--- config.mk ---
export PLATFORM = sky130hd
export DESIGN_NAME = can_bit_timing_generator
export DESIGN_NICKNAME = d
export VERILOG_FILES = /design/src/can_btm_pkg.sv /design/src/tq_link_if.sv /design/src/tq_prescaler.sv /design/src/can_bit_timing_generator.sv
export SDC_FILE = /design/constraint.sdc
export NUM_CORES = 1
export LEC_CHECK = 0
export ABC_AREA = 1
export BUFFER_PORTS_ARGS = -buffer_cell sky130_fd_sc_hd__buf_2
export CAP_MARGIN = 0
export CORE_MARGIN = 3
export CORE_UTILIZATION = 50
export DETAILED_ROUTE_END_ITERATION = 7
export HOLD_SLACK_MARGIN = 0.03
export PLACE_DENSITY = 0.74
export SETUP_SLACK_MARGIN = 0.2
export SLEW_MARGIN = 20
export SYNTH_ARGS = -nofsm -noshare
export SYNTH_HDL_FRONTEND = slang
export SYNTH_SLANG_ARGS = --single-unit
--- constraint.sdc ---
create_clock -name clk_sys_i -period 6.8 [get_ports clk_sys_i]
set_clock_uncertainty 0.05 [all_clocks]
set_input_delay 1.36 -clock clk_sys_i [delete_from_list [all_inputs] [get_ports clk_sys_i]]
set_output_delay 1.36 -clock clk_sys_i [all_outputs]
set_load 0.02 [all_outputs]
--- src/can_btm_pkg.sv ---
package can_btm_pkg;

    ////////////////////////////////////////////////////////////////////////////
    // Bus geometry
    localparam int unsigned ADDR_W = 12;              // Byte address width
    localparam int unsigned IDX_W  = 10;              // Register index width

    // Register indices; byte address is four times the index
    localparam logic [IDX_W-1:0] IDX_MASTER_CTRL = 10'h318;  // Config mode request
    localparam logic [IDX_W-1:0] IDX_CONFIG_ONE  = 10'h31C;  // Quantum prescaler
    localparam logic [IDX_W-1:0] IDX_SEG_LOW     = 10'h31E;  // Segment timing config low
    localparam logic [IDX_W-1:0] IDX_JUMP_HIGH   = 10'h31F;  // Jump width config high
    localparam logic [IDX_W-1:0] IDX_STATUS      = 10'h320;  // Timing state, read only

    ////////////////////////////////////////////////////////////////////////////
    // Field positions
    localparam int unsigned CFG_REQ_BIT = 7;          // Config mode request
    localparam int unsigned TRIPLE_BIT  = 7;          // Triple sample select
    localparam int unsigned PH2_MSB     = 6;          // Phase segment two field
    localparam int unsigned PH2_LSB     = 4;
    localparam int unsigned PH1_MSB     = 3;          // Phase segment one field
    localparam int unsigned PH1_LSB     = 0;
    localparam int unsigned SJW_MSB     = 1;          // Jump width, bits 9:8 of pair
    localparam int unsigned SJW_LSB     = 0;

    // Reset values
    localparam logic [7:0]  MASTER_RST  = 8'h80;      // Starts in configuration mode
    localparam logic [7:0]  CFG_RST     = 8'h00;
    localparam logic [31:0] RD_ZERO     = 32'h0000_0000;

    ////////////////////////////////////////////////////////////////////////////
    // Timing
    localparam int unsigned CTL_DIV         = 2;      // System clocks per controller clock
    localparam int unsigned MIN_BIT_CTL     = 10;     // Least bit in controller clocks
    localparam logic [1:0]  PROC_CTL_CYCLES = 2'h3;   // Processing interval
    localparam logic [7:0]  TRIPLE_MIN_PSC  = 8'h04;  // Prescaler floor for triple sample

    typedef logic [4:0] quanta_t;                     // Segment length in quanta
    localparam quanta_t Q_ONE = 5'h01;

    typedef enum logic [1:0] {ST_SYNC, ST_PH1, ST_PH2} bit_state_t;

endpackage : can_btm_pkg

--- src/tq_link_if.sv ---
`timescale 1ns/1ps
// Carries the controller clock phase and the prescaler to the quantum generator
interface tq_link_if;
    logic       ctl_en;                               // Controller clock cycle marker
    logic       hold;                                 // Keeps the divider at zero
    logic [7:0] prescaler;                            // Quantum prescaler field
    logic       tq_tick;                              // Last controller cycle of a quantum

    modport gen  (input ctl_en, input hold, input prescaler, output tq_tick);
    modport user (output ctl_en, output hold, output prescaler, input tq_tick);
endinterface : tq_link_if

--- src/tq_prescaler.sv ---
`timescale 1ns/1ps
module tq_prescaler (
    input  wire logic clk_sys_i,
    input  wire logic rst_i,
    tq_link_if.gen    link
);
    import can_btm_pkg::*;

    logic [7:0] div_q;                                // Controller clocks into quantum
    logic [7:0] div_d;
    wire        last_w = (div_q == link.prescaler);   // Final controller clock

    ////////////////////////////////////////////////////////////////////////////
    // Tick is combinational so it lines up with a controller clock cycle
    assign link.tq_tick = link.ctl_en & last_w & ~link.hold;

    // Wrap after prescaler plus one controller clocks
    assign div_d = link.hold ? 8'h00 :
                   (link.ctl_en ? (last_w ? 8'h00 : 8'(div_q + 8'h01)) : div_q);

    // Divider register
    always_ff @(posedge clk_sys_i or posedge rst_i) begin
        if (rst_i) begin
            div_q <= 8'h00;
        end else begin
            div_q <= div_d;
        end
    end

endmodule : tq_prescaler

--- src/can_bit_timing_generator.sv ---
`timescale 1ns/1ps
// Overview of operation
// - Quantum lasts prescaler plus one controller clocks
// - Sync segment is always one quantum
// - Bit equals sync plus both phase segments
// - Phase fields give value plus one quanta
// - Three controller clocks processing after sample point
// - Resync moves bit edge by at most jump width
// - Resynchronise on at most one recessive to dominant edge per bit
// - Triple sample takes majority of three samples
// - Prescaler below four forces single sample
// - Field layout in the two bytes, zero reset
// - Timing writes only in configuration mode
// - Eight bit prescaler, any value accepted
module can_bit_timing_generator (
    input  wire logic                           clk_sys_i,
    input  wire logic                           rst_i,
    input  wire logic                           cyc_i,
    input  wire logic                           stb_i,
    input  wire logic                           we_i,
    input  wire logic [can_btm_pkg::ADDR_W-1:0] adr_i,
    input  wire logic [3:0]                     sel_i,
    input  wire logic [31:0]                    dat_i,
    output logic      [31:0]                    dat_o,
    output logic                                ack_o,
    input  wire logic                           can_rx_i,
    output logic                                sample_point_o,
    output logic                                bit_start_o,
    output logic                                bit_done_o,
    output logic                                rx_bit_o
);
    import can_btm_pkg::*;

    ////////////////////////////////////////////////////////////////////////////
    // Declarations
    logic            ctl_en_q;                        // High every other system clock
    logic            ack_q;                           // Bus answer
    logic [31:0]     dat_q;                           // Read data
    logic            cfg_mode_q;                      // Configuration mode
    logic [7:0]      psc_q;                           // Quantum prescaler
    logic [7:0]      seg_q;                           // Segment timing byte
    logic [1:0]      sjw_q;                           // Jump width code
    logic [2:0]      rx_hist_q;                       // Controller clock samples of rx
    logic            edge_pend_q;                     // Falling edge in this quantum
    bit_state_t      state_q, state_d;                // Segment in progress
    quanta_t         cnt_q, cnt_d;                    // Quanta done in segment
    quanta_t         len_q, len_d;                    // Length of current segment
    logic            rsync_q, rsync_d;                // Bit already resynchronised
    logic            sampled_q;                       // Level taken at sample point
    logic [1:0]      proc_q;                          // Processing interval countdown
    logic            sp_fire, bs_fire;                // Sample point, bit start events
    logic            samp_o_q, bs_o_q, done_o_q, rx_o_q;
    logic [31:0]     rd_d;

    tq_link_if link ();

    ////////////////////////////////////////////////////////////////////////////
    // Bus decode
    wire [IDX_W-1:0] idx_w     = adr_i[ADDR_W-1:2];
    wire             bus_req   = cyc_i & stb_i;
    wire             hit_mcr   = (idx_w == IDX_MASTER_CTRL);
    wire             hit_psc   = (idx_w == IDX_CONFIG_ONE);
    wire             hit_seg   = (idx_w == IDX_SEG_LOW);
    wire             hit_sjw   = (idx_w == IDX_JUMP_HIGH);
    wire             hit_stat  = (idx_w == IDX_STATUS);
    // Writes land on the edge where the master sees ack
    wire             wr_fire   = bus_req & we_i & ack_q & sel_i[0];
    wire             cfg_wr    = wr_fire & cfg_mode_q;

    // Read multiplexer; unmapped addresses read zero
    always_comb begin
        rd_d = RD_ZERO;
        if (hit_mcr) begin
            rd_d[CFG_REQ_BIT] = cfg_mode_q;
        end else if (hit_psc) begin
            rd_d[7:0] = psc_q;
        end else if (hit_seg) begin
            rd_d[7:0] = seg_q;
        end else if (hit_sjw) begin
            rd_d[SJW_MSB:SJW_LSB] = sjw_q;
        end else if (hit_stat) begin
            rd_d[4:0] = {state_q, rsync_q, sampled_q, rx_o_q};
        end
    end

    // Answer one cycle after the request, drop it the cycle after
    always_ff @(posedge clk_sys_i or posedge rst_i) begin
        if (rst_i) begin
            ack_q <= 1'b0;
            dat_q <= RD_ZERO;
        end else begin
            ack_q <= bus_req & ~ack_q;
            dat_q <= (bus_req & ~ack_q) ? rd_d : dat_q;
        end
    end

    // Configuration registers
    always_ff @(posedge clk_sys_i or posedge rst_i) begin
        if (rst_i) begin
            cfg_mode_q <= MASTER_RST[CFG_REQ_BIT];
            psc_q <= CFG_RST;
            seg_q <= CFG_RST;
            sjw_q <= CFG_RST[SJW_MSB:SJW_LSB];
        end else begin
            if (wr_fire && hit_mcr) cfg_mode_q <= dat_i[CFG_REQ_BIT];
            if (cfg_wr && hit_psc) psc_q <= dat_i[7:0];
            if (cfg_wr && hit_seg) seg_q <= dat_i[7:0];
            if (cfg_wr && hit_sjw) sjw_q <= dat_i[SJW_MSB:SJW_LSB];
        end
    end

    ////////////////////////////////////////////////////////////////////////////
    // Controller clock is the system clock halved, kept as a phase marker
    always_ff @(posedge clk_sys_i or posedge rst_i) begin
        if (rst_i) ctl_en_q <= 1'b0;
        else       ctl_en_q <= ~ctl_en_q;
    end

    assign link.ctl_en    = ctl_en_q;
    assign link.hold      = cfg_mode_q;
    assign link.prescaler = psc_q;

    tq_prescaler u_tq (
        .clk_sys_i (clk_sys_i),
        .rst_i     (rst_i),
        .link      (link)
    );

    wire tq_tick = link.tq_tick;

    ////////////////////////////////////////////////////////////////////////////
    // Decoded timing fields
    wire quanta_t ph1_len  = quanta_t'(seg_q[PH1_MSB:PH1_LSB]) + Q_ONE;
    wire quanta_t ph2_len  = quanta_t'(seg_q[PH2_MSB:PH2_LSB]) + Q_ONE;
    wire quanta_t sjw_len  = quanta_t'(sjw_q) + Q_ONE;
    // Slow prescalers only; fast ones leave no room for three samples
    wire triple_en = seg_q[TRIPLE_BIT] & (psc_q >= TRIPLE_MIN_PSC);

    // Bus edge seen on the controller clock
    wire fall_now  = ctl_en_q & rx_hist_q[0] & ~can_rx_i;
    wire edge_seen = edge_pend_q | fall_now;
    wire resync_ok = edge_seen & ~rsync_q;
    wire maj_w     = (can_rx_i & rx_hist_q[0]) | (can_rx_i & rx_hist_q[1]) |
                     (rx_hist_q[0] & rx_hist_q[1]);
    wire sample_w  = triple_en ? maj_w : can_rx_i;

    wire quanta_t cnt_inc  = cnt_q + Q_ONE;
    wire quanta_t grow_w   = (cnt_inc > sjw_len) ? sjw_len : cnt_inc;
    wire quanta_t remain_w = len_q - cnt_q;
    wire quanta_t len_cut  = len_q - sjw_len;

    // Edge history and pending edge; the pending edge is cleared at every quantum tick, used or not
    always_ff @(posedge clk_sys_i or posedge rst_i) begin
        if (rst_i) begin
            rx_hist_q   <= 3'h7;
            edge_pend_q <= 1'b0;
        end else begin
            if (ctl_en_q) rx_hist_q <= {rx_hist_q[1:0], can_rx_i};
            edge_pend_q <= tq_tick ? 1'b0 : edge_seen;
        end
    end

    ////////////////////////////////////////////////////////////////////////////
    // Segment sequencer, advanced once per quantum
    always_comb begin
        state_d = state_q;
        cnt_d   = cnt_q;
        len_d   = len_q;
        rsync_d = rsync_q;
        sp_fire = 1'b0;
        bs_fire = 1'b0;
        if (cfg_mode_q) begin
            // Held idle so reconfiguration starts a clean bit
            state_d = ST_SYNC;
            cnt_d   = '0;
            len_d   = Q_ONE;
            rsync_d = 1'b0;
        end else if (tq_tick) begin
            unique case (state_q)
                ST_SYNC: begin
                    state_d = ST_PH1;
                    cnt_d   = '0;
                    len_d   = ph1_len;
                end
                ST_PH1: begin
                    cnt_d = cnt_inc;
                    if (resync_ok) begin
                        // Late edge: stretch phase one
                        len_d   = len_q + grow_w;
                        rsync_d = 1'b1;
                    end else if (cnt_inc >= len_q) begin
                        state_d = ST_PH2;
                        cnt_d   = '0;
                        len_d   = ph2_len;
                        sp_fire = 1'b1;
                    end
                end
                ST_PH2: begin
                    cnt_d = cnt_inc;
                    if (resync_ok && remain_w <= sjw_len) begin
                        // Early edge within reach: it becomes the next sync
                        state_d = ST_PH1;
                        cnt_d   = '0;
                        len_d   = ph1_len;
                        rsync_d = 1'b0;
                        bs_fire = 1'b1;
                    end else if (resync_ok) begin
                        len_d   = len_cut;
                        rsync_d = 1'b1;
                        if (cnt_inc >= len_cut) begin
                            state_d = ST_SYNC;
                            rsync_d = 1'b0;
                            bs_fire = 1'b1;
                        end
                    end else if (cnt_inc >= len_q) begin
                        state_d = ST_SYNC;
                        rsync_d = 1'b0;
                        bs_fire = 1'b1;
                    end
                end
            endcase
        end
    end

    // Sequencer registers
    always_ff @(posedge clk_sys_i or posedge rst_i) begin
        if (rst_i) begin
            state_q <= ST_SYNC;
            cnt_q   <= '0;
            len_q   <= Q_ONE;
            rsync_q <= 1'b0;
        end else begin
            state_q <= state_d;
            cnt_q   <= cnt_d;
            len_q   <= len_d;
            rsync_q <= rsync_d;
        end
    end

    ////////////////////////////////////////////////////////////////////////////
    // Sample capture and processing interval
    wire proc_done = ctl_en_q & (proc_q == 2'h1);

    always_ff @(posedge clk_sys_i or posedge rst_i) begin
        if (rst_i) begin
            sampled_q <= 1'b1;
            proc_q    <= 2'h0;
        end else begin
            if (sp_fire) sampled_q <= sample_w;
            if (sp_fire) proc_q <= PROC_CTL_CYCLES;
            else if (ctl_en_q && proc_q != 2'h0) proc_q <= proc_q - 2'h1;
        end
    end

    // Output flops
    always_ff @(posedge clk_sys_i or posedge rst_i) begin
        if (rst_i) begin
            samp_o_q <= 1'b0;
            bs_o_q   <= 1'b0;
            done_o_q <= 1'b0;
            rx_o_q   <= 1'b1;
        end else begin
            samp_o_q <= sp_fire;
            bs_o_q   <= bs_fire;
            done_o_q <= proc_done;
            if (proc_done) rx_o_q <= sampled_q;
        end
    end

    assign dat_o          = dat_q;
    assign ack_o          = ack_q;
    assign sample_point_o = samp_o_q;
    assign bit_start_o    = bs_o_q;
    assign bit_done_o     = done_o_q;
    assign rx_bit_o       = rx_o_q;

    ////////////////////////////////////////////////////////////////////////////
    // Checking helpers
    logic [9:0] gap_q;                                // System clocks since last quantum
    logic       gap_ok_q;                             // A full gap was measured
    logic [5:0] bit_tq_q;                             // Quanta in current bit

    always_ff @(posedge clk_sys_i or posedge rst_i) begin
        if (rst_i) begin
            gap_q    <= 10'h001;
            gap_ok_q <= 1'b0;
            bit_tq_q <= 6'h00;
        end else begin
            gap_q    <= tq_tick ? 10'h001 : 10'(gap_q + 10'h001);
            gap_ok_q <= cfg_mode_q ? 1'b0 : (gap_ok_q | tq_tick);
            if (tq_tick) bit_tq_q <= (state_q == ST_SYNC || bs_fire) ? 6'h01 :
                                     6'(bit_tq_q + 6'h01);
        end
    end

    property p_tq_period;
        @(posedge clk_sys_i) disable iff (rst_i)
        (tq_tick && gap_ok_q && !cfg_mode_q) |-> (gap_q == 10'(CTL_DIV * (psc_q + 1)));
    endproperty
    a_tq_period: assert property (p_tq_period) else $error("quantum period wrong");

    property p_sync_one;
        @(posedge clk_sys_i) disable iff (rst_i)
        (tq_tick && !cfg_mode_q && state_q == ST_SYNC) |=> (state_q == ST_PH1 && len_q == ph1_len);
    endproperty
    a_sync_one: assert property (p_sync_one) else $error("sync segment not one quantum");

    property p_bit_len;
        @(posedge clk_sys_i) disable iff (rst_i)
        (tq_tick && !cfg_mode_q && state_q == ST_PH2 && state_d == ST_SYNC && !rsync_q &&
         !edge_seen)
        |-> (6'(bit_tq_q + 6'h01) == 6'(ph1_len + ph2_len + Q_ONE));
    endproperty
    a_bit_len: assert property (p_bit_len) else $error("nominal bit length wrong");

    property p_ph2_len;
        @(posedge clk_sys_i) disable iff (rst_i)
        sample_point_o |-> (state_q == ST_PH2 && cnt_q == '0 && len_q == ph2_len);
    endproperty
    a_ph2_len: assert property (p_ph2_len) else $error("phase two length wrong");

    property p_proc;
        @(posedge clk_sys_i) disable iff (rst_i)
        sample_point_o |-> !bit_done_o [*6] ##1 bit_done_o;
    endproperty
    a_proc: assert property (p_proc) else $error("processing interval not three clocks");

    property p_shorten;
        @(posedge clk_sys_i) disable iff (rst_i)
        (tq_tick && !cfg_mode_q && state_q == ST_PH2 && resync_ok && remain_w > sjw_len)
        |=> (len_q == $past(len_q) - $past(sjw_len));
    endproperty
    a_shorten: assert property (p_shorten) else $error("phase two not cut by jump width");

    property p_lengthen;
        @(posedge clk_sys_i) disable iff (rst_i)
        (tq_tick && !cfg_mode_q && state_q == ST_PH1 && resync_ok)
        |=> (len_q > $past(len_q)) && (len_q - $past(len_q) <= $past(sjw_len));
    endproperty
    a_lengthen: assert property (p_lengthen) else $error("late edge not absorbed");

    property p_triple;
        @(posedge clk_sys_i) disable iff (rst_i)
        (sp_fire && triple_en) |=> (sampled_q == $past(maj_w));
    endproperty
    a_triple: assert property (p_triple) else $error("majority sample wrong");

    property p_single;
        @(posedge clk_sys_i) disable iff (rst_i)
        (sp_fire && psc_q < TRIPLE_MIN_PSC) |=> (sampled_q == $past(can_rx_i));
    endproperty
    a_single: assert property (p_single) else $error("fast prescaler not single sample");

    property p_cfg_lock;
        @(posedge clk_sys_i) disable iff (rst_i)
        (wr_fire && !cfg_mode_q) |=> ($stable(seg_q) && $stable(psc_q) && $stable(sjw_q));
    endproperty
    a_cfg_lock: assert property (p_cfg_lock) else $error("timing written outside config");

    c_lengthen: cover property (@(posedge clk_sys_i) disable iff (rst_i)
        tq_tick && !cfg_mode_q && state_q == ST_PH1 && resync_ok);
    c_shortcut: cover property (@(posedge clk_sys_i) disable iff (rst_i)
        tq_tick && !cfg_mode_q && state_q == ST_PH2 && resync_ok && remain_w <= sjw_len);
    c_triple: cover property (@(posedge clk_sys_i) disable iff (rst_i) sp_fire && triple_en);
    c_cfg_write: cover property (@(posedge clk_sys_i) disable iff (rst_i) cfg_wr && hit_seg);

endmodule : can_bit_timing_generator

# Word level (Yosys, flattened, before mapping)
# Cells that the tools add are included.
# word_totals
reg_bits	60
elab_cells	146
# classes
addsub	9
n_lt_le_gt_ge	5
eq_ne	16
muxes	57
bitwise_logic	24
reduce_logical	15
# op_table
op	n
5-bit 2-to-1 mux	14
10-bit == test, second input constant	5
8-bit 2-to-1 mux	4
5-bit one-hot mux with 3 select lines	2
2-bit 2-to-1 mux	11
1-bit 2-to-1 mux	21
1-bit AND	16
5-bit >= comparator	2
5-bit != test, second input constant	2
3-bit != test, second input constant	3
8-bit by 1-bit adder with 8-bit output, second input constant	1
8-bit == test	1
8-bit by 3-bit >= comparator with 1-bit output, second input constant	1
4-bit != test, second input constant	2
2-bit nonzero test	4
7-bit 2-to-1 mux	1
1-bit logical AND	6
3-bit 2-to-1 mux	2
2-bit one-hot mux with 3 select lines	1
4-bit by 1-bit adder with 5-bit output, second input constant	1
5-bit by 1-bit adder with 5-bit output, second input constant	1
5-bit adder	1
5-bit by 3-bit > comparator with 1-bit output	1
5-bit by 3-bit <= comparator with 1-bit output	1
other kinds (15)	22

# Depth between registers and ports, before layout
# Gate-level depths: netlist of run 1.
# depth
word_depth	9
ltp_mapped	21
mapped_depth_nobuf	21

# By module
# From an unflattened synthesis of run 1, not the netlist that was laid out.
# hier_totals
cells_unflattened	594
hier_area_um2	4481.8
# modules_own_cells
module	n_inst	cells_each	area_per_inst_um2	seq_area_each_um2
can_bit_timing_generator	1	513	3893.7	1308.8
tq_prescaler	1	81	588.1	200.2

# Worst setup path after synthesis of run 1
# OpenSTA, ideal clock, no wires.
# synth_timing
path_kind	register to register
from	register cnt_q[0]
to	register len_q[4]
setup_time_ps	116
t_arrival_ps	2868
required_time_ps	6634
path_slack_ps	3766
stages_incl_launch_ff	21
period_less_slack_ps	3034
path_cell_list	dfrtp_1 -> ha_1 -> ha_1 -> inv_1 -> nor2_1 -> o21ai_0 -> o21ai_1 -> o21ai_1 -> nand2_1 -> nand2_1 -> o21ai_0 -> ha_1 -> fa_1 -> a21oi_1 -> nor2_1 -> nor2_1 -> a211oi_1 -> o21ai_0 -> nand3_1 -> nand2_1 -> nand2_1
# synth_between
elab_chain_len	8
elab_cells_between_ends	16
cone_classes	add/sub (3); order compare (3); eq/ne (2); mux (6); reduce/logical (2)
# synth_lines
item	line	source
start, declared	can_bit_timing_generator.sv:46	quanta_t cnt_q, cnt_d;
start signal, assigned	can_bit_timing_generator.sv:234	cnt_q <= cnt_d;
5-bit by 1-bit adder with 5-bit output	can_bit_timing_generator.sv:147	wire quanta_t cnt_inc = cnt_q + Q_ONE;
5-bit by 3-bit > comparator with 1-bit output	can_bit_timing_generator.sv:148	wire quanta_t grow_w = (cnt_inc > sjw_len) ? sjw_len : cnt_inc;
5-bit 2-to-1 mux	can_bit_timing_generator.sv:148	
5-bit adder	can_bit_timing_generator.sv:189	len_d = len_q + grow_w;
5-bit 2-to-1 mux	can_bit_timing_generator.sv:187	if (resync_ok) begin
5-bit one-hot mux with 3 select lines	can_bit_timing_generator.sv:179	unique case (state_q)
5-bit 2-to-1 mux	can_bit_timing_generator.sv:178	end else if (tq_tick) begin
5-bit 2-to-1 mux	can_bit_timing_generator.sv:172	if (cfg_mode_q) begin
end signal, assigned	can_bit_timing_generator.sv:235	len_q <= len_d;
end, declared	can_bit_timing_generator.sv:47	quanta_t len_q, len_d;
# Parallel ways exist; a longest one is shown, timed or not. The select of a mux whose other input is x is not followed.
# A chain may end at the register's enable or synchronous reset.

# Worst setup path in the final report of run 1
# Ends and elaborated chain as after synthesis.

==> results of run 1 <==
## registers in the layout, summed over array words and instances, names as in the netlist, 2 cells and up
name            count
len_q               5
seg_q               8
sjw_q               2
cnt_q               5
proc_q              2
u_tq.div_q          8
dat_o               8
state_q             2
link.prescaler      8
rx_hist_q           2
## cells by family (layout without fill, tap and decap cells)
logic type	Yosys count	after routing	share of synthesized area, %
flip-flops	60	60	33.84
AO/OA/AOI/OAI	89	89	11.73
XOR/XNOR	22	22	4.490
adder cells (fa/ha/maj)	37	37	10.89
other	1	25	0.08409
buffers and inverters	119	144	12.32
AND/OR/NAND/NOR	250	250	26.66
## per-layer routing
metal  vias up  share of wire [%]  GRT usage, %
met5         -                  0             0
met4         0                1.1         5.596
met3        15                5.9         3.961
met2       118                 47         35.73
met1      1795                 46         30.17
li1       1930                  -             -
## worst reg2reg max path, delay by kind of cell, from the launching register on
kind            cells  cell delay [ns]
simple gates        8             0.58
fa+ha+maj           4             1.44
flops               1             0.51
buf+inv             1             0.06
compound gates      7             0.78
## power breakdown
part	internal (mW)	leakage, nW	switching (mW)
Combinational	0.0121	1.58	0.0393
Clock	0.188	0.102	0.142
Sequential	0.363	0.807	0.00378
## cell type report
cell class | instances | area share (%)
tap | 105 | 2.700
sequential | 60 | 31.01
inverter | 90 | 6.968
multi-input combinational | 423 | 51.20
clock buffer | 12 | 3.188
timing repair buffer | 38 | 3.960
clock inverter | 4 | 0.9771
## placed cells by master, fill, tap and decap left out, types with 6 or more instances in the layout
cell type  Yosys  layout
nand2_1      128     128
buf_2          3      37
xnor2_1        8       8
o21ai_1       25      25
o22ai_1        6       6
nor2_1        38      38
inv_2          8       9
nand4_1       12      12
ha_1          34      34
o21ai_0       19      19
nand3_1       31      31
xor2_1        13      13
clkbuf_8       0      11
inv_1         80      79
nor3_1         7       7
dfstp_2        6       6
a21oi_1       23      23
dfrtp_1       54      54
conb_1         1      25
## worst min path at each step
stage,start,endpoint,depth (start not counted)
global placement,rx_hist_q[1],rx_hist_q[1],2
floorplan,rx_hist_q[1],rx_hist_q[1],2
detailed placement,dat_o[5],dat_o[5],2
CTS,dat_o[5],dat_o[5],2
global route,dat_o[6],dat_o[6],2
finish,dat_o[6],dat_o[6],2
==> impl_metrics.env, run 1 <==
export IMPL_powerDensity_nw_per_um2=153.8
export IMPL_power_mw=0.7484
export IMPL_grt_pass1_wl_um=17660
export IMPL_cts_num_sinks=60
export IMPL_timing_rr_end="len_q[4]"
export IMPL_endpoint="len_q[4]"
export IMPL_final_max_slew_viol_count=0
export IMPL_finish_utilization_pct=57.77
export IMPL_wl_per_cell_um=14.37
export IMPL_max_cap_viol_count=0
export IMPL_cp_max_fo=9
export IMPL_grt_max_degree=61
export IMPL_cpPeakStageDelay_ns=0.51
export IMPL_ant_nets=0
export IMPL_rows=33
export IMPL_initial_core_util_pct=52.94
export IMPL_postPlaceCellArea_sq_um=4663
export IMPL_worst_pin_slew_ns=0.7631
export IMPL_seqCellArea_sq_um=1509
export IMPL_finalHoldViolCount=0
export IMPL_io_pins=91
export IMPL_ctsHoldBuffers=0
export IMPL_cts_resized=0
export IMPL_fillers=763
export IMPL_critical_path_class="reg -> reg"
export IMPL_setup_viol=0
export IMPL_syn_to_final_growth_pct=9.119
export IMPL_synthTopCellsByArea="dfrtp_1 (30%), nand2_1 (11%), ha_1 (9.5%), inv_1 (6.7%), buf_4 (4.4%)"
export IMPL_dp_slack_ns=3.306
export IMPL_yosysSeqAreaShare_pct=33.84
export IMPL_port_buffers=37
export IMPL_path_buf_inv=1
export IMPL_antenna_found_initial=0
export IMPL_routed_wl_um=10520
export IMPL_drtIter0Drc=240
export IMPL_maxSlewHeadroom_pct=49.13
export IMPL_ir_drop_v=0.0001232
export IMPL_r2r_start="cnt_q[0]"
export IMPL_max_freq_mhz=284.5
export IMPL_avgSynthCellArea_sq_um=7.715
export IMPL_status="finished, final reports clean"
export IMPL_reg2regPathDepth=20
export IMPL_fp_dieW_um=100.4
export IMPL_worst_slack_ns=3.285
export IMPL_synthCells=578
export IMPL_crit_slowest_cell="dfrtp_1"
export IMPL_drive_gt1_share_pct=16.59
export IMPL_yosys_warnings=0
export IMPL_dr_pass1_iters=5
export IMPL_p_leak_nw=2.487
export IMPL_gp_congestion=0.8807
export IMPL_cts_clk_slew_worst_paths_ns=0.07
export IMPL_path_common_cell="nand2_1"
export IMPL_worst_setup_path_end_kind="register"
export IMPL_setup_worst_path_start_class="register"
export IMPL_synth_main_ff_cell="dfrtp_1"
export IMPL_synth_most_common_cell="nand2_1"
export IMPL_fin_tns_setup_ns=0
export IMPL_hp_class="reg -> reg"
export IMPL_cts_max_level=3
export IMPL_crit_start="cnt_q[0]"
export IMPL_post_cts_buffers=0
export IMPL_r2r_slack_ns=3.29
export IMPL_critPathArrivalTime_ns=3.68
export IMPL_crit_required_ns=6.97
export IMPL_dieHeight_um=100.4
export IMPL_fin_area_sq_um=4866
export IMPL_nNetsFinal=713
export IMPL_synth_seq_cells=60
export IMPL_drc_errors=0
export IMPL_clockBufferDepth=2
export IMPL_timing_final_crit_period_ns=3.515
export IMPL_grt_ovfl_total=0
export IMPL_cts_made_buffers=9
export IMPL_crit_chain="ha_1 -> ha_1 -> inv_1 -> nor2_1 -> o21ai_0 -> o21ai_1 -> o21ai_1 -> nand2_1 -> nand2_1 -> o21ai_0 -> ha_1 -> fa_1 -> a21oi_1 -> nor2_1 -> nor2_1 -> a211oi_1 -> o21ai_0 -> nand3_1 -> nand2_1 -> nand2_1"
export IMPL_die_area_sq_um=10090
export IMPL_n_antenna_cell=0
export IMPL_clock_latency_ns=0.33
export IMPL_synth_common_cells="nand2_1 (128), inv_1 (80), dfrtp_1 (54)"
export IMPL_period_share_pct=51.69
export IMPL_grt_pass1_vias=3808
export IMPL_synth_area_sq_um=4459
export IMPL_yosysTopAreaCellShare_pct=30.30
export IMPL_multi_input_area_sq_um=2491
export IMPL_placedCellCount=716
export IMPL_rsz0062_at_grt="no"
export IMPL_grt_use_total_pct=21.91
export IMPL_synthArstFlopShare_pct=100.0
export IMPL_synth_edf_count=0
export IMPL_cts_root_buffer="clkbuf_8"
export IMPL_synth_largest_area_cell="dfrtp_1"
export IMPL_fp_coreArea_sq_um=8423
export IMPL_dp_hpwl_um=8192
export IMPL_cts_tree="yes"
export IMPL_hold_worst_slack_ns=0.4253
export IMPL_num_vias=3858
export IMPL_cp_depth=20
export IMPL_finalNonFillerCells=732
export IMPL_critPathTopFamily="adder cells"
export IMPL_ys_types=46
export IMPL_viasPerCell=5.270
No activity file was read; power rests on OpenSTA's default activity.
==> run 2: changes to the inputs <==
- PLACE_DENSITY: 0.74 -> 0.77
- clock period: 6.8 -> 2.9 ns (I/O delays scaled with it)
==> run 2 against run 1 <==
The flow now finishes with violations (negative setup slack). Via count up 5.0%. Total power rose to 2.5 times the previous value. First-iteration DRC count up 81%. Sequential power up 130%. Largest power group is now the clock network.
==> impl_metrics.env, run 2 (synthesis gave the netlist of run 1 again) <==
export IMPL_layout_common_cells="nand2_1 (123), inv_1 (76), dfrtp_1 (53)"
export IMPL_cp_max_fo=4
export IMPL_powerDensity_nw_per_um2=363.6
export IMPL_dp_hpwl_um=8298
export IMPL_num_vias=4051
export IMPL_p_seq_share_pct=45.0
export IMPL_fin_tns_setup_ns=-0.2538
export IMPL_viasPerCell=5.337
export IMPL_reg2regPathDepth=21
export IMPL_cts_tree="yes"
export IMPL_drc_errors=0
export IMPL_antenna_found_initial=0
export IMPL_cts_root_buffer="clkbuf_8"
export IMPL_crit_required_ns=3.09
export IMPL_r2r_start="sjw_q[0]"
export IMPL_drive_gt1_share_pct=24.01
export IMPL_routed_wl_um=10930
export IMPL_io_pins=91
export IMPL_max_freq_mhz=330.5
export IMPL_p_int_mw=1.454
export IMPL_hp_class="in -> async"
export IMPL_fp_dieW_um=100.4
export IMPL_n_antenna_cell=0
export IMPL_dp_slack_ns=-0.07736
export IMPL_crit_chain="ha_4 -> inv_4 -> ha_4 -> inv_2 -> nor2_2 -> o21ai_1 -> o21ai_1 -> o21ai_1 -> nand2_2 -> nand2_2 -> o21ai_2 -> ha_2 -> fa_2 -> a21oi_2 -> nor2_1 -> nor2_2 -> a211oi_1 -> o21ai_1 -> nand3_1 -> nand2_1 -> nand2_1"
export IMPL_grt_ovfl_total=0
export IMPL_critical_path_class="reg -> reg"
export IMPL_gp_congestion=0.9518
export IMPL_worst_slack_ns=-0.1254
export IMPL_path_buf_inv=2
export IMPL_cts_made_buffers=9
export IMPL_clockBufferDepth=2
export IMPL_layout_commonest_cell="nand2_1"
export IMPL_worst_setup_path_end_kind="register"
export IMPL_dr_pass1_iters=5
export IMPL_finalHoldViolCount=0
export IMPL_pwr_share_clk_pct=48.5
export IMPL_cts_clk_slew_worst_paths_ns=0.08
export IMPL_dieHeight_um=100.4
export IMPL_cts_num_sinks=60
export IMPL_port_buffers=37
export IMPL_timing_rr_end="len_q[4]"
export IMPL_rsz0062_at_grt="yes"
export IMPL_path_common_cell="o21ai_1"
export IMPL_grt_pass1_wl_um=17730
export IMPL_final_max_slew_viol_count=0
export IMPL_p_leak_nw=2.638
export IMPL_fp_coreArea_sq_um=8423
export IMPL_setup_viol=3
export IMPL_critPathTopFamily="adder cells"
export IMPL_max_cap_viol_count=0
export IMPL_grt_use_total_pct=22.22
export IMPL_setup_worst_path_start_class="register"
export IMPL_drtIter0Drc=434
export IMPL_ant_nets=0
export IMPL_power_mw=1.907
export IMPL_worst_pin_slew_ns=0.7385
export IMPL_ir_drop_v=0.0002642
export IMPL_power_switching_mw=0.4537
export IMPL_power_frac_comb_pct=6.5
export IMPL_grt_pass1_vias=3835
export IMPL_period_share_pct=104.3
export IMPL_ctsHoldBuffers=0
export IMPL_status="finished, violations left"
export IMPL_power_switching_share_pct=23.78
export IMPL_nNetsFinal=740
export IMPL_rows=33
export IMPL_die_area_sq_um=10090
export IMPL_violations="negative setup slack"
export IMPL_wl_per_cell_um=14.40
export IMPL_cts_max_level=3
export IMPL_maxSlewHeadroom_pct=50.69
export IMPL_clock_latency_ns=0.35
export IMPL_r2r_slack_ns=-0.13
export IMPL_syn_to_final_growth_pct=17.65
export IMPL_grt_max_degree=35
export IMPL_critPathArrivalTime_ns=3.22
export IMPL_cpPeakStageDelay_ns=0.41
export IMPL_timing_final_crit_period_ns=3.025
export IMPL_initial_core_util_pct=52.94
export IMPL_crit_slowest_cell="dfrtp_1"
-- run 2: per-layer routing --
layer  vias to the layer above  GRT usage (%)  part of all wire [%]  wire, um
met5                         -              0                     0         0
met4                         0          10.26                   3.4       374
met3                        34          5.073                   6.4       701
met2                       180          34.91                    47      5117
met1                      1861          29.12                    43      4735
li1                       1976              -                     -         -
-- run 2: timing repair --
item / 4_1_cts / 5_1_grt
pin swaps: 7 / 6
setup buffers: 10 / 5
gates resized for setup: 7 / 19
endpoints found under the setup margin: 12 / 14
-- run 2: how the worst max path moves through the flow --
| stage | slack [ns] | from | to | depth (start not counted) |
|---|---|---|---|---|
| floorplan | 0.1 | sjw_q[1] | len_q[4] | 21 |
| global placement | -0.02 | sjw_q[1] | len_q[4] | 21 |
| detailed placement | -0.08 | sjw_q[0] | len_q[3] | 19 |
| CTS | -0.001 | sjw_q[0] | len_q[4] | 21 |
| global route | -0.41 | sjw_q[0] | len_q[4] | 21 |
| finish | -0.13 | sjw_q[0] | len_q[4] | 21 |
-- run 2: per-stage QoR --
stage                     utilization (%)  instance area, sq um  hold slack, ns  cells
after floorplan                         -                  4599          0.3995    602
after global placement              57.17                  4816          0.4131    728
after detailed placement            57.17                  4816          0.4158    728
after CTS                           60.99                  5137          0.3316    754
after global routing                62.28                  5246          0.3638    759
final                               62.28                  5246          0.3135    759
-- run 2: area by class of cell --
cell class / instances / area, sq um
clock buffer: 10 / 127.6
fill: 710 / 3177
multi-input combinational: 423 / 2605
timing repair buffer: 65 / 415.4
inverter: 90 / 344.1
clock inverter: 6 / 112.6
tap: 105 / 131.4
sequential: 60 / 1510
-- run 2: power groups by stage --
stage | logic (mW) | clock network (mW) | registers, mW
2_1_floorplan | 0.0958 | 0 | 0.881
3_3_place_gp | 0.121 | 0 | 0.873
3_5_place_dp | 0.124 | 0 | 0.873
4_1_cts | 0.125 | 0.933 | 0.858
5_1_grt | 0.140 | 0.980 | 0.859
6_report | 0.124 | 0.925 | 0.858
